$ cat config.mk
export PLATFORM = sky130hd
export DESIGN_NAME = nsc_stats
export DESIGN_NICKNAME = d
export VERILOG_FILES = /design/src/hdl/nsc_pkg.sv /design/src/hdl/nsc_counter.sv /design/src/hdl/nsc_read_tracker.sv /design/src/hdl/nsc_stats.sv
export SDC_FILE = /design/constraint.sdc
export NUM_CORES = 1
export LEC_CHECK = 0
export BUFFER_PORTS_ARGS = -buffer_cell sky130_fd_sc_hd__buf_4
export CAP_MARGIN = 20
export CELL_PAD_IN_SITES_DETAIL_PLACEMENT = 1
export CELL_PAD_IN_SITES_GLOBAL_PLACEMENT = 1
export CORE_MARGIN = 8
export CORE_UTILIZATION = 49
export DETAILED_ROUTE_END_ITERATION = 8
export MAX_ROUTING_LAYER = met4
export PLACE_DENSITY_LB_ADDON = 0.08
export SETUP_SLACK_MARGIN = 0.2
export SLEW_MARGIN = 25
export SYNTH_ARGS = -nofsm -noshare
export SYNTH_HDL_FRONTEND = slang
export SYNTH_SLANG_ARGS = --single-unit
$ cat constraint.sdc
create_clock -name clk_i -period 6.6 [get_ports clk_i]
set_input_delay 0.66 -clock clk_i [delete_from_list [all_inputs] [get_ports clk_i]]
set_output_delay 0.66 -clock clk_i [all_outputs]
set_load 0.03 [all_outputs]
$ cat src/hdl/nsc_pkg.sv
package nsc_pkg;

  // ==========================================================
  // Port offsets of the statistics window
  // ==========================================================
  localparam logic [3:0] NSC_OFS_CARRIER_LOSS = 4'h0;
  localparam logic [3:0] NSC_OFS_MISS_HBEAT = 4'h1;
  localparam logic [3:0] NSC_OFS_MULTI_COLL = 4'h2;
  localparam logic [3:0] NSC_OFS_SINGLE_COLL = 4'h3;
  localparam logic [3:0] NSC_OFS_LATE_COLL = 4'h4;
  localparam logic [3:0] NSC_OFS_RX_OVERRUN = 4'h5;
  localparam logic [3:0] NSC_OFS_TX_FRAME = 4'h6;
  localparam logic [3:0] NSC_OFS_RX_FRAME = 4'h7;
  localparam logic [3:0] NSC_OFS_TX_DEFER = 4'h8;
  localparam logic [3:0] NSC_OFS_RX_BYTE = 4'hA;
  localparam logic [3:0] NSC_OFS_TX_BYTE = 4'hC;

  // ==========================================================
  // Counter indices and widths
  // ==========================================================
  localparam int NSC_NUM_CNT = 11;
  localparam int NSC_IDX_RX_BYTE = 9;
  localparam int NSC_IDX_TX_BYTE = 10;
  localparam int NSC_W4 = 4;
  localparam int NSC_W6 = 6;
  localparam int NSC_W8 = 8;
  localparam int NSC_W16 = 16;
  // Number of top bits that must all be set on wide counters
  localparam int NSC_WIDE_TOP_BITS = 3;
  localparam logic [15:0] NSC_CNT_RESET = 16'h0000;

  // Event strobes and frame byte counts from the MAC
  typedef struct packed {
    logic [15:0] tx_bytes;  // Byte count of a good transmit frame
    logic [15:0] rx_bytes;  // Byte count of a good receive frame
    logic tx_defer;         // Transmit deferred
    logic rx_good;          // Good receive frame done
    logic tx_good;          // Good transmit frame done
    logic rx_overrun;       // Receive frame reported as overrun
    logic late_coll;        // Late collision on transmit
    logic single_coll;      // Frame sent after one collision
    logic multi_coll;       // Frame sent after several collisions
    logic no_hbeat;         // Frame sent without collision_detect_pulse
    logic carrier_loss;     // Carrier sense lost in transmission
  } nsc_evt_t;

  // Host access to the statistics port window
  typedef struct packed {
    logic rd;               // One-cycle read strobe
    logic wr;               // One-cycle write strobe
    logic word;             // 1 = word access, 0 = byte access
    logic [3:0] addr;       // Port offset
    logic [15:0] wdata;     // Write data
  } nsc_host_t;

endpackage

$ cat src/hdl/nsc_counter.sv
`timescale 1ns/1ns
module nsc_counter #(
  parameter int W = 8,
  parameter int TOP = 1
) (
  input wire logic clk_i,
  input wire logic rst_n_i,
  input wire logic enable_i,          // Collection on
  input wire logic [15:0] inc_i,      // Amount of a network event
  input wire logic inc_vld_i,         // Event strobe
  input wire logic clr_i,             // Host read of this counter
  input wire logic add_i,             // Host write of this counter
  input wire logic [15:0] add_val_i,  // Value to add
  output logic [15:0] value_o,        // Zero-extended count
  output logic near_full_o            // Top bits all set
);
  import nsc_pkg::*;

  // ==========================================================
  // State
  // ==========================================================
  typedef struct packed {
    logic [W-1:0] cnt;      // Counter value
    logic [15:0] pend;      // Events held while collection is off
    logic pend_vld;         // Pending events present
  } nsc_cnt_st_t;

  nsc_cnt_st_t st_reg;
  nsc_cnt_st_t st_next;

  // Next state
  always_comb begin
    st_next = st_reg;
    // A host read empties the counter in either collection state
    if (clr_i) begin
      st_next.cnt = '0;
    end
    if (enable_i) begin
      // Apply held events, then live ones, so none is lost to a clear
      if (st_reg.pend_vld) begin
        st_next.cnt = st_next.cnt + st_reg.pend[W-1:0];
        st_next.pend = 16'h0000;
        st_next.pend_vld = 1'b0;
      end
      if (inc_vld_i) begin
        st_next.cnt = st_next.cnt + inc_i[W-1:0];
      end
    end else begin
      // Latch events while off so none is lost
      if (inc_vld_i) begin
        st_next.pend = st_reg.pend + inc_i;
        st_next.pend_vld = 1'b1;
      end
      // Debug write adds to the count; a read in the same cycle wins
      if (add_i && !clr_i) begin
        st_next.cnt = st_reg.cnt + add_val_i[W-1:0];
      end
    end
  end

  // State register
  always_ff @(posedge clk_i or negedge rst_n_i) begin
    if (!rst_n_i) begin
      st_reg <= '0;
    end else begin
      st_reg <= st_next;
    end
  end

  // Zero fill to sixteen bits
  assign value_o = 16'(st_reg.cnt);
  assign near_full_o = &st_reg.cnt[W-1 -: TOP];

endmodule

$ cat src/hdl/nsc_read_tracker.sv
`timescale 1ns/1ns
module nsc_read_tracker #(
  parameter int N = 11
) (
  input wire logic clk_i,
  input wire logic rst_n_i,
  input wire logic [N-1:0] rd_hit_i,  // Counter read this cycle
  input wire logic any_near_i,        // A counter is near full
  output logic update_o               // Update status flag
);
  import nsc_pkg::*;

  // ==========================================================
  // State
  // ==========================================================
  typedef struct packed {
    logic [N-1:0] seen;     // Counters read since flag went up
    logic flag;             // Update status
  } nsc_trk_st_t;

  nsc_trk_st_t st_reg;
  nsc_trk_st_t st_next;

  // Flag sets on near full, clears when all counters read
  always_comb begin
    st_next = st_reg;
    st_next.seen = st_reg.seen | rd_hit_i;
    // Clear one cycle after the last read, once its counter has emptied,
    // so the near-full counter read last cannot hold the flag up
    if (st_reg.flag && (&st_reg.seen) && !any_near_i) begin
      st_next.flag = 1'b0;
      st_next.seen = '0;
    end
    // Set wins over clear
    if (any_near_i) begin
      st_next.flag = 1'b1;
    end
    if (!st_reg.flag && !any_near_i) begin
      st_next.seen = '0;
    end
  end

  // State register
  always_ff @(posedge clk_i or negedge rst_n_i) begin
    if (!rst_n_i) begin
      st_reg <= '0;
    end else begin
      st_reg <= st_next;
    end
  end

  assign update_o = st_reg.flag;

endmodule

$ cat src/hdl/nsc_stats.sv
`timescale 1ns/1ns
module nsc_stats (
  input wire logic clk_i,
  input wire logic rst_n_i,
  input wire logic stats_enable_i,          // Collection enable command
  input wire logic stats_disable_i,         // Collection disable command
  input wire logic heartbeat_count_enable_i, // Media status bit 3
  input wire nsc_pkg::nsc_evt_t evt_i,      // Network event strobes
  input wire nsc_pkg::nsc_host_t host_i,    // Host port access
  output logic [15:0] rdata_o,              // Read data
  output logic rvalid_o,                    // Read data valid pulse
  output logic collect_on_o,                // Collection state
  output logic update_stats_o               // Update status flag
);
  import nsc_pkg::*;

  // ==========================================================
  // Top state
  // ==========================================================
  typedef struct packed {
    logic on;               // Collection enabled
    logic [15:0] rdata;     // Read data register
    logic rvalid;           // Read answer pulse
  } nsc_top_st_t;

  nsc_top_st_t st_reg;
  nsc_top_st_t st_next;

  logic [NSC_NUM_CNT-1:0] hit;      // Address decode per counter
  logic [NSC_NUM_CNT-1:0] inc_vld;  // Event per counter
  logic [NSC_NUM_CNT-1:0] near;     // Near-full per counter
  logic [15:0] inc_amt [NSC_NUM_CNT];
  logic [15:0] val [NSC_NUM_CNT];
  logic update;

  // Offset table in counter index order
  localparam logic [3:0] OFS [NSC_NUM_CNT] = '{
    NSC_OFS_CARRIER_LOSS, NSC_OFS_MISS_HBEAT, NSC_OFS_MULTI_COLL,
    NSC_OFS_SINGLE_COLL, NSC_OFS_LATE_COLL, NSC_OFS_RX_OVERRUN,
    NSC_OFS_TX_FRAME, NSC_OFS_RX_FRAME, NSC_OFS_TX_DEFER,
    NSC_OFS_RX_BYTE, NSC_OFS_TX_BYTE};
  localparam int WID [NSC_NUM_CNT] = '{
    NSC_W4, NSC_W4, NSC_W6, NSC_W6, NSC_W8, NSC_W8, NSC_W8, NSC_W8,
    NSC_W8, NSC_W16, NSC_W16};

  // ==========================================================
  // Event routing
  // ==========================================================
  always_comb begin
    inc_vld[0] = evt_i.carrier_loss;
    inc_vld[1] = evt_i.no_hbeat && heartbeat_count_enable_i;
    inc_vld[2] = evt_i.multi_coll;
    inc_vld[3] = evt_i.single_coll;
    inc_vld[4] = evt_i.late_coll;
    inc_vld[5] = evt_i.rx_overrun;
    inc_vld[6] = evt_i.tx_good;
    inc_vld[7] = evt_i.rx_good;
    inc_vld[8] = evt_i.tx_defer;
    inc_vld[9] = evt_i.rx_good && (evt_i.rx_bytes != 16'h0000);
    inc_vld[10] = evt_i.tx_good && (evt_i.tx_bytes != 16'h0000);
    for (int i = 0; i < 9; i++) begin
      inc_amt[i] = 16'h0001;
    end
    inc_amt[9] = evt_i.rx_bytes;
    inc_amt[10] = evt_i.tx_bytes;
  end

  // ==========================================================
  // Counters
  // ==========================================================
  genvar g;
  generate
    for (g = 0; g < NSC_NUM_CNT; g++) begin : g_cnt
      // Access width must match counter class
      assign hit[g] = (host_i.addr == OFS[g]) &&
                      (host_i.word == (WID[g] == NSC_W16));
      nsc_counter #(
        .W(WID[g]),
        .TOP((WID[g] == NSC_W16) ? NSC_WIDE_TOP_BITS : 1)
      ) u_cnt (
        .clk_i(clk_i),
        .rst_n_i(rst_n_i),
        .enable_i(st_reg.on),
        .inc_i(inc_amt[g]),
        .inc_vld_i(inc_vld[g]),
        .clr_i(hit[g] && host_i.rd),
        .add_i(hit[g] && host_i.wr && !st_reg.on),
        .add_val_i(host_i.wdata),
        .value_o(val[g]),
        .near_full_o(near[g])
      );
    end
  endgenerate

  // Update flag tracking
  nsc_read_tracker #(
    .N(NSC_NUM_CNT)
  ) u_trk (
    .clk_i(clk_i),
    .rst_n_i(rst_n_i),
    .rd_hit_i(hit & {NSC_NUM_CNT{host_i.rd}}),
    .any_near_i(|near),
    .update_o(update)
  );

  // ==========================================================
  // Host side: enable state and read data
  // ==========================================================
  always_comb begin
    st_next = st_reg;
    st_next.rvalid = host_i.rd;
    if (stats_disable_i) begin
      st_next.on = 1'b0;
    end else if (stats_enable_i) begin
      st_next.on = 1'b1;
    end
    if (host_i.rd) begin
      // Unmapped offsets read zero
      st_next.rdata = 16'h0000;
      for (int i = 0; i < NSC_NUM_CNT; i++) begin
        if (hit[i]) begin
          st_next.rdata = val[i];
        end
      end
    end
  end

  // State register
  always_ff @(posedge clk_i or negedge rst_n_i) begin
    if (!rst_n_i) begin
      st_reg <= '0;
    end else begin
      st_reg <= st_next;
    end
  end

  // Update flag output register
  always_ff @(posedge clk_i or negedge rst_n_i) begin
    if (!rst_n_i) begin
      update_stats_o <= 1'b0;
    end else begin
      update_stats_o <= update;
    end
  end

  assign rdata_o = st_reg.rdata;
  assign rvalid_o = st_reg.rvalid;
  assign collect_on_o = st_reg.on;

endmodule

==> results.md <==
- The most common flop cell mapped by yosys is sky130_fd_sc_hd__dfrtp_1.
- Synthesis produced a netlist with a net count of roughly 3100.
- At the worst endpoint, the arrival time is ~6.3 ns.
- The worst-path maximum fanout is 32.
- The core region is approximately 45000 um^2.
- The critical path runs through a total of 24 cells.
- Clock tree synthesis found a total of about 230 sinks.
- The number of levels in the clock H-tree is 1.
- The final wirelength is around 73 mm.
- Setup repair after global routing left no endpoint under its margin.
- TritonCTS built the clock tree.
- Summed over all nets, the switching power comes to about 5.9 mW.
- The combinational cell fraction of total power is 64.6%.
- The number of cells traversed by the worst register-to-register path is 20.
- The total congestion overflow after global routing is 0.
- The fraction of the cycle the final worst path needs is ~88%.
- The category of the worst setup path capture point is a flop.
- The count of distinct cell types in the synthesized netlist is 77.
- The cell depth of the worst min-delay path is 2.
- Data on the critical path is required at its endpoint by roughly 7.1 ns.
- The worst path needs around 5.8 ns of the cycle, external delays included.
- The synthesized design contains approximately 230 register bits.
- The adder and majority cell fraction of the synthesized area is 15.41%.
- The path class of the tightest hold or removal check is in2reg.
- The total power per unit cell area is roughly 500 nW/um^2.
- The worst pin sits at a relative slew slack of 35.39%.
- The portion of synthesized area spent on multiplexers is 3.864%.
- Yosys mapped a number of flops with a built-in enable equal to 0.
- The number of max-slew violations in the final report is 0.
- The post-route antenna net violation count is 0.
- The number of hold-slack violations in the final timing report is 0.
- The slowest library cell on the worst path is sky130_fd_sc_hd__a2111oi_0.
- On the final layout, the worst clock skew is 0.04521 ns.
- After Yosys synthesis, and, or, nand and nor cells account for roughly 18% of the synthesized area.
- The total half-perimeter wirelength after legalization and detailed placement is between 50 and 60 mm.
- The top cell type's share of synthesized area is roughly 25%.
- The first global-routing pass estimated 118.3 mm of wire.
- The count of standard-cell rows is between 70 and 80.
- The type of the setup path with the least slack is in2reg.
- For this run, the number of Yosys warnings is 0.
- The actual transition at the worst max-transition pin is approximately 0.96 ns.
- The maximum count of clock buffers along a single path is 3.
- The switching share of power is 47.70%.
- The weighted congestion reported at the end of routability-driven placement is approximately 0.90.
- Power comes to between 10 and 15 mW.
- The die covers 52830 um^2.
- The register with the most flip-flops in the layout has just over 100 of them.
- In this run the cell area measured after placement is ~24000 um^2.
- The width of the chip is between 200 and 250 um.
- The initial antenna violation count is 3.
- At the later pin of the worst-skew pair, clock insertion delay measures 0.62 ns.
- The critical path's largest stage delay is just over 0.7 ns.
- The post-synthesis cell type with the largest combined area is sky130_fd_sc_hd__dfrtp_1.
- The internal portion of the total power is 6.497 mW.
- The via count of the first global-routing pass was 22225.
- Dividing the detail-routed via count by the number of cells gives approximately 6.
- After the first detailed-routing iteration, the DRC count stood at around 1100.
- Setup violations remaining at the end of the flow were counted as 0.
- During I/O placement, the number of pins put on the boundary was between 80 and 90.
- The final-layout setup total negative slack is 0 ns.
- The net count of the finished layout is a little over 3000.
- The number of buffers created by CTS is 30.
- The clock edge transition at the registers on the reported setup and hold paths is roughly 0.06 ns.
- After Yosys synthesis, XOR and XNOR cells account for approximately 11% of the synthesized area.
- Of the synthesized area, sequential elements account for 25.24%.
- The count of mapped cells out of synthesis is 2766.
- Broken down by cell family, the worst path's largest delay share belongs to compound AO/OA/AOI/OAI gates.
- The average routed wire per standard cell is around 21 um.
- Across the run, the number of max-cap violations was 0.
- The post-route cell area is ~25000 um^2.
- From synthesis to final layout, the design area changed by 9.754%.
- The async set or reset register ratio after synthesis is 100.0%.
- The remaining routing DRC violations is 0.
- Summing over every cut layer, the via total after detailed routing is 20698.
- The achievable frequency is 0.1725 GHz.
- The buffer type at the clock tree root is sky130_fd_sc_hd__clkbuf_16.
- The post-synthesis compound-gate area fraction is between 20% and 30%.
- Entering global routing, the biggest net connects 109 pins.
- The critical path contains buffers and inverters numbering 2 combined.
- The run finished with clean final reports.
- The reg-to-reg setup timing slack is 1.14 ns.
- The post-synthesis area per instance is between 8 and 9 um^2.
- Across the VDD grid, the largest voltage drop is ~0.25 mV.
- Traced cell by cell, the critical path runs through buf_4, nor3b_4, nand2_4, nand2_1, inv_1, ha_1, ha_1, a221oi_1, nor3b_1, o221a_2, maj3_1, a22oi_1, xnor2_1, nand2_1, xnor2_1, ha_1, a211o_1, a2111oi_0, o31ai_1, o211ai_1, xor2_1, a22oi_2, nand3_1, o211ai_1.
- The vertical die dimension is approximately 230 um.
- The cell area that synthesis handed to floorplanning was about 22000 um^2.
- The starting density of the core is between 40% and 50%.
- Cells with a size suffix above 1 make up under 10% of the layout.
- The number of port buffers is 87.
- The static leakage power is between 10 and 15 nW.
- Sequential cells account for a little over a fifth of the total power.
- The part of the total power dissipated in the clock network is between 10% and 20%.
- Before antenna repair, the detailed router went through 5 iterations.
- The category of the worst setup path launch point is an input port.
- In the post-synthesis netlist, the biggest area contributors are sky130_fd_sc_hd__dfrtp_1, sky130_fd_sc_hd__ha_1, sky130_fd_sc_hd__xnor2_1.
- The dominant combinational cell family by area after synthesis is compound AO/OA/AOI/OAI gates.
- The global router's overall resource usage is 27.68%.
- Gates resized during post-CTS repair numbered 0.
- The most numerous cell on the critical path is sky130_fd_sc_hd__ha_1.
cell usage after synthesis, drive strengths merged (18+ instances only):
cell type    n
a211oi      72
a21boi      18
a21o        77
a21oi      271
a22oi       26
and2        62
and3        21
buf         26
clkbuf     111
dfrtp      226
fa          24
ha         232
inv        139
mux2i       64
nand2      280
nand3       71
nand4       25
nor2       230
nor2b       30
nor3        47
o21ai      150
o21bai      43
o22ai       28
xnor2      183
xor2        93
per-layer routing:
layer	wire length [um]	GRT usage, %
met5	0	-
met4	2778	9.661
met3	2508	2.967
met2	35950	47.83
met1	31330	33.31
worst reg2reg max path, cell delays in order, from the launching register on:
cell                        delay [ns]
sky130_fd_sc_hd__dfrtp_1          0.57
sky130_fd_sc_hd__nand2_1          0.14
sky130_fd_sc_hd__xnor2_1          0.15
sky130_fd_sc_hd__ha_1             0.27
sky130_fd_sc_hd__a221oi_1         0.30
sky130_fd_sc_hd__nor3b_1          0.12
sky130_fd_sc_hd__o221a_2          0.33
sky130_fd_sc_hd__maj3_1           0.36
sky130_fd_sc_hd__a22oi_1          0.18
sky130_fd_sc_hd__xnor2_1          0.14
sky130_fd_sc_hd__nand2_1          0.08
sky130_fd_sc_hd__xnor2_1          0.15
sky130_fd_sc_hd__ha_1             0.34
sky130_fd_sc_hd__a211o_1          0.31
sky130_fd_sc_hd__a2111oi_0        0.71
sky130_fd_sc_hd__o31ai_1          0.29
sky130_fd_sc_hd__o211ai_1         0.34
sky130_fd_sc_hd__xor2_1           0.24
sky130_fd_sc_hd__a22oi_2          0.11
sky130_fd_sc_hd__nand3_1          0.12
sky130_fd_sc_hd__o211ai_1         0.09
final timing paths:
kind                                                       from                                     to
setup / recovery                                     host_i[22]  g_cnt[10].u_cnt.value_o[15]$_DFF_PN0_
hold / removal                                  stats_disable_i               collect_on_o$_DFFE_PN0P_
setup reg to reg           g_cnt[10].u_cnt.value_o[1]$_DFF_PN0_  g_cnt[10].u_cnt.value_o[15]$_DFF_PN0_
hold reg to reg                      u_trk.update_o$_DFFE_PN0P_               update_stats_o$_DFF_PN0_
max in group asynchronous                               rst_n_i  g_cnt[10].u_cnt.st_reg[3]$_DFFE_PN0P_
min in group asynchronous                               rst_n_i  g_cnt[9].u_cnt.st_reg[16]$_DFFE_PN0P_
kinds of logic after synthesis:
group           after synthesis
xor+xnor                    276
fa+ha+maj                   263
simple gates                842
buf+inv                     276
flops                       226
compound gates              801
mux                          82
layout make-up:
cell class                 count  area (um^2)
fill                        5464        20690
sequential                   226         5659
antenna                        3        7.507
clock inverter                18        219.0
inverter                     139        521.8
tap                          600        750.7
multi-input combinational   2264        15720
timing repair buffer         115        885.9
clock buffer                  38        830.8
layout by cell type, fill, tap and decap left out, types with 16 or more instances in the layout:
cell type	Yosys	final
sky130_fd_sc_hd__o21bai_1	43	43
sky130_fd_sc_hd__a22oi_1	25	25
sky130_fd_sc_hd__nand4_1	25	25
sky130_fd_sc_hd__a31oi_1	16	16
sky130_fd_sc_hd__nor4_1	16	16
sky130_fd_sc_hd__xnor2_1	183	183
sky130_fd_sc_hd__xor2_1	93	93
sky130_fd_sc_hd__nor2b_1	30	30
sky130_fd_sc_hd__and2_1	59	59
sky130_fd_sc_hd__a211oi_1	71	71
sky130_fd_sc_hd__mux2_2	16	16
sky130_fd_sc_hd__ha_1	232	232
sky130_fd_sc_hd__a21o_1	77	77
sky130_fd_sc_hd__clkbuf_16	0	30
sky130_fd_sc_hd__o22ai_1	28	28
sky130_fd_sc_hd__a21boi_0	16	16
sky130_fd_sc_hd__mux2i_1	64	64
sky130_fd_sc_hd__nand2b_1	16	16
sky130_fd_sc_hd__inv_1	139	139
sky130_fd_sc_hd__o21ai_0	146	146
sky130_fd_sc_hd__nand3_1	71	71
sky130_fd_sc_hd__dfrtp_1	226	225
sky130_fd_sc_hd__buf_4	0	112
sky130_fd_sc_hd__and3_1	21	21
sky130_fd_sc_hd__nand2_1	279	279
sky130_fd_sc_hd__fa_1	24	24
sky130_fd_sc_hd__nor2_1	230	230
sky130_fd_sc_hd__a21oi_1	271	271
sky130_fd_sc_hd__nor3_1	47	47
power by group through the flow:
stage	combinational [mW]	sequential (mW)	clock, mW
after global placement	7.47	2.63	0
after global routing	9.01	2.71	1.84
final	8.02	2.64	1.76
after detailed placement	7.90	2.65	0
after CTS	8.02	2.64	1.80
after floorplan	6.46	2.23	0
metrics by stage:
stage | utilization [%] | cells | hold WS, ns | worst slack (ns)
final | 54.31 | 3403 | 0.1856 | 0.8024
after global routing | 54.31 | 3403 | 0.1697 | 0.3614
after CTS | 54.30 | 3400 | 0.1561 | 0.9307
after detailed placement | 51.96 | 3343 | 0.4618 | 0.3469
after global placement | 51.96 | 3343 | 0.4706 | 0.5038
after floorplan | - | 2766 | 0.3537 | 0.6862
repair_timing:
item | CTS | global route
buffers inserted | 0 | 0
endpoints found under the hold margin | 34 | 0
hold buffers | 1 | 0
Power figures use the tool's default switching activity.
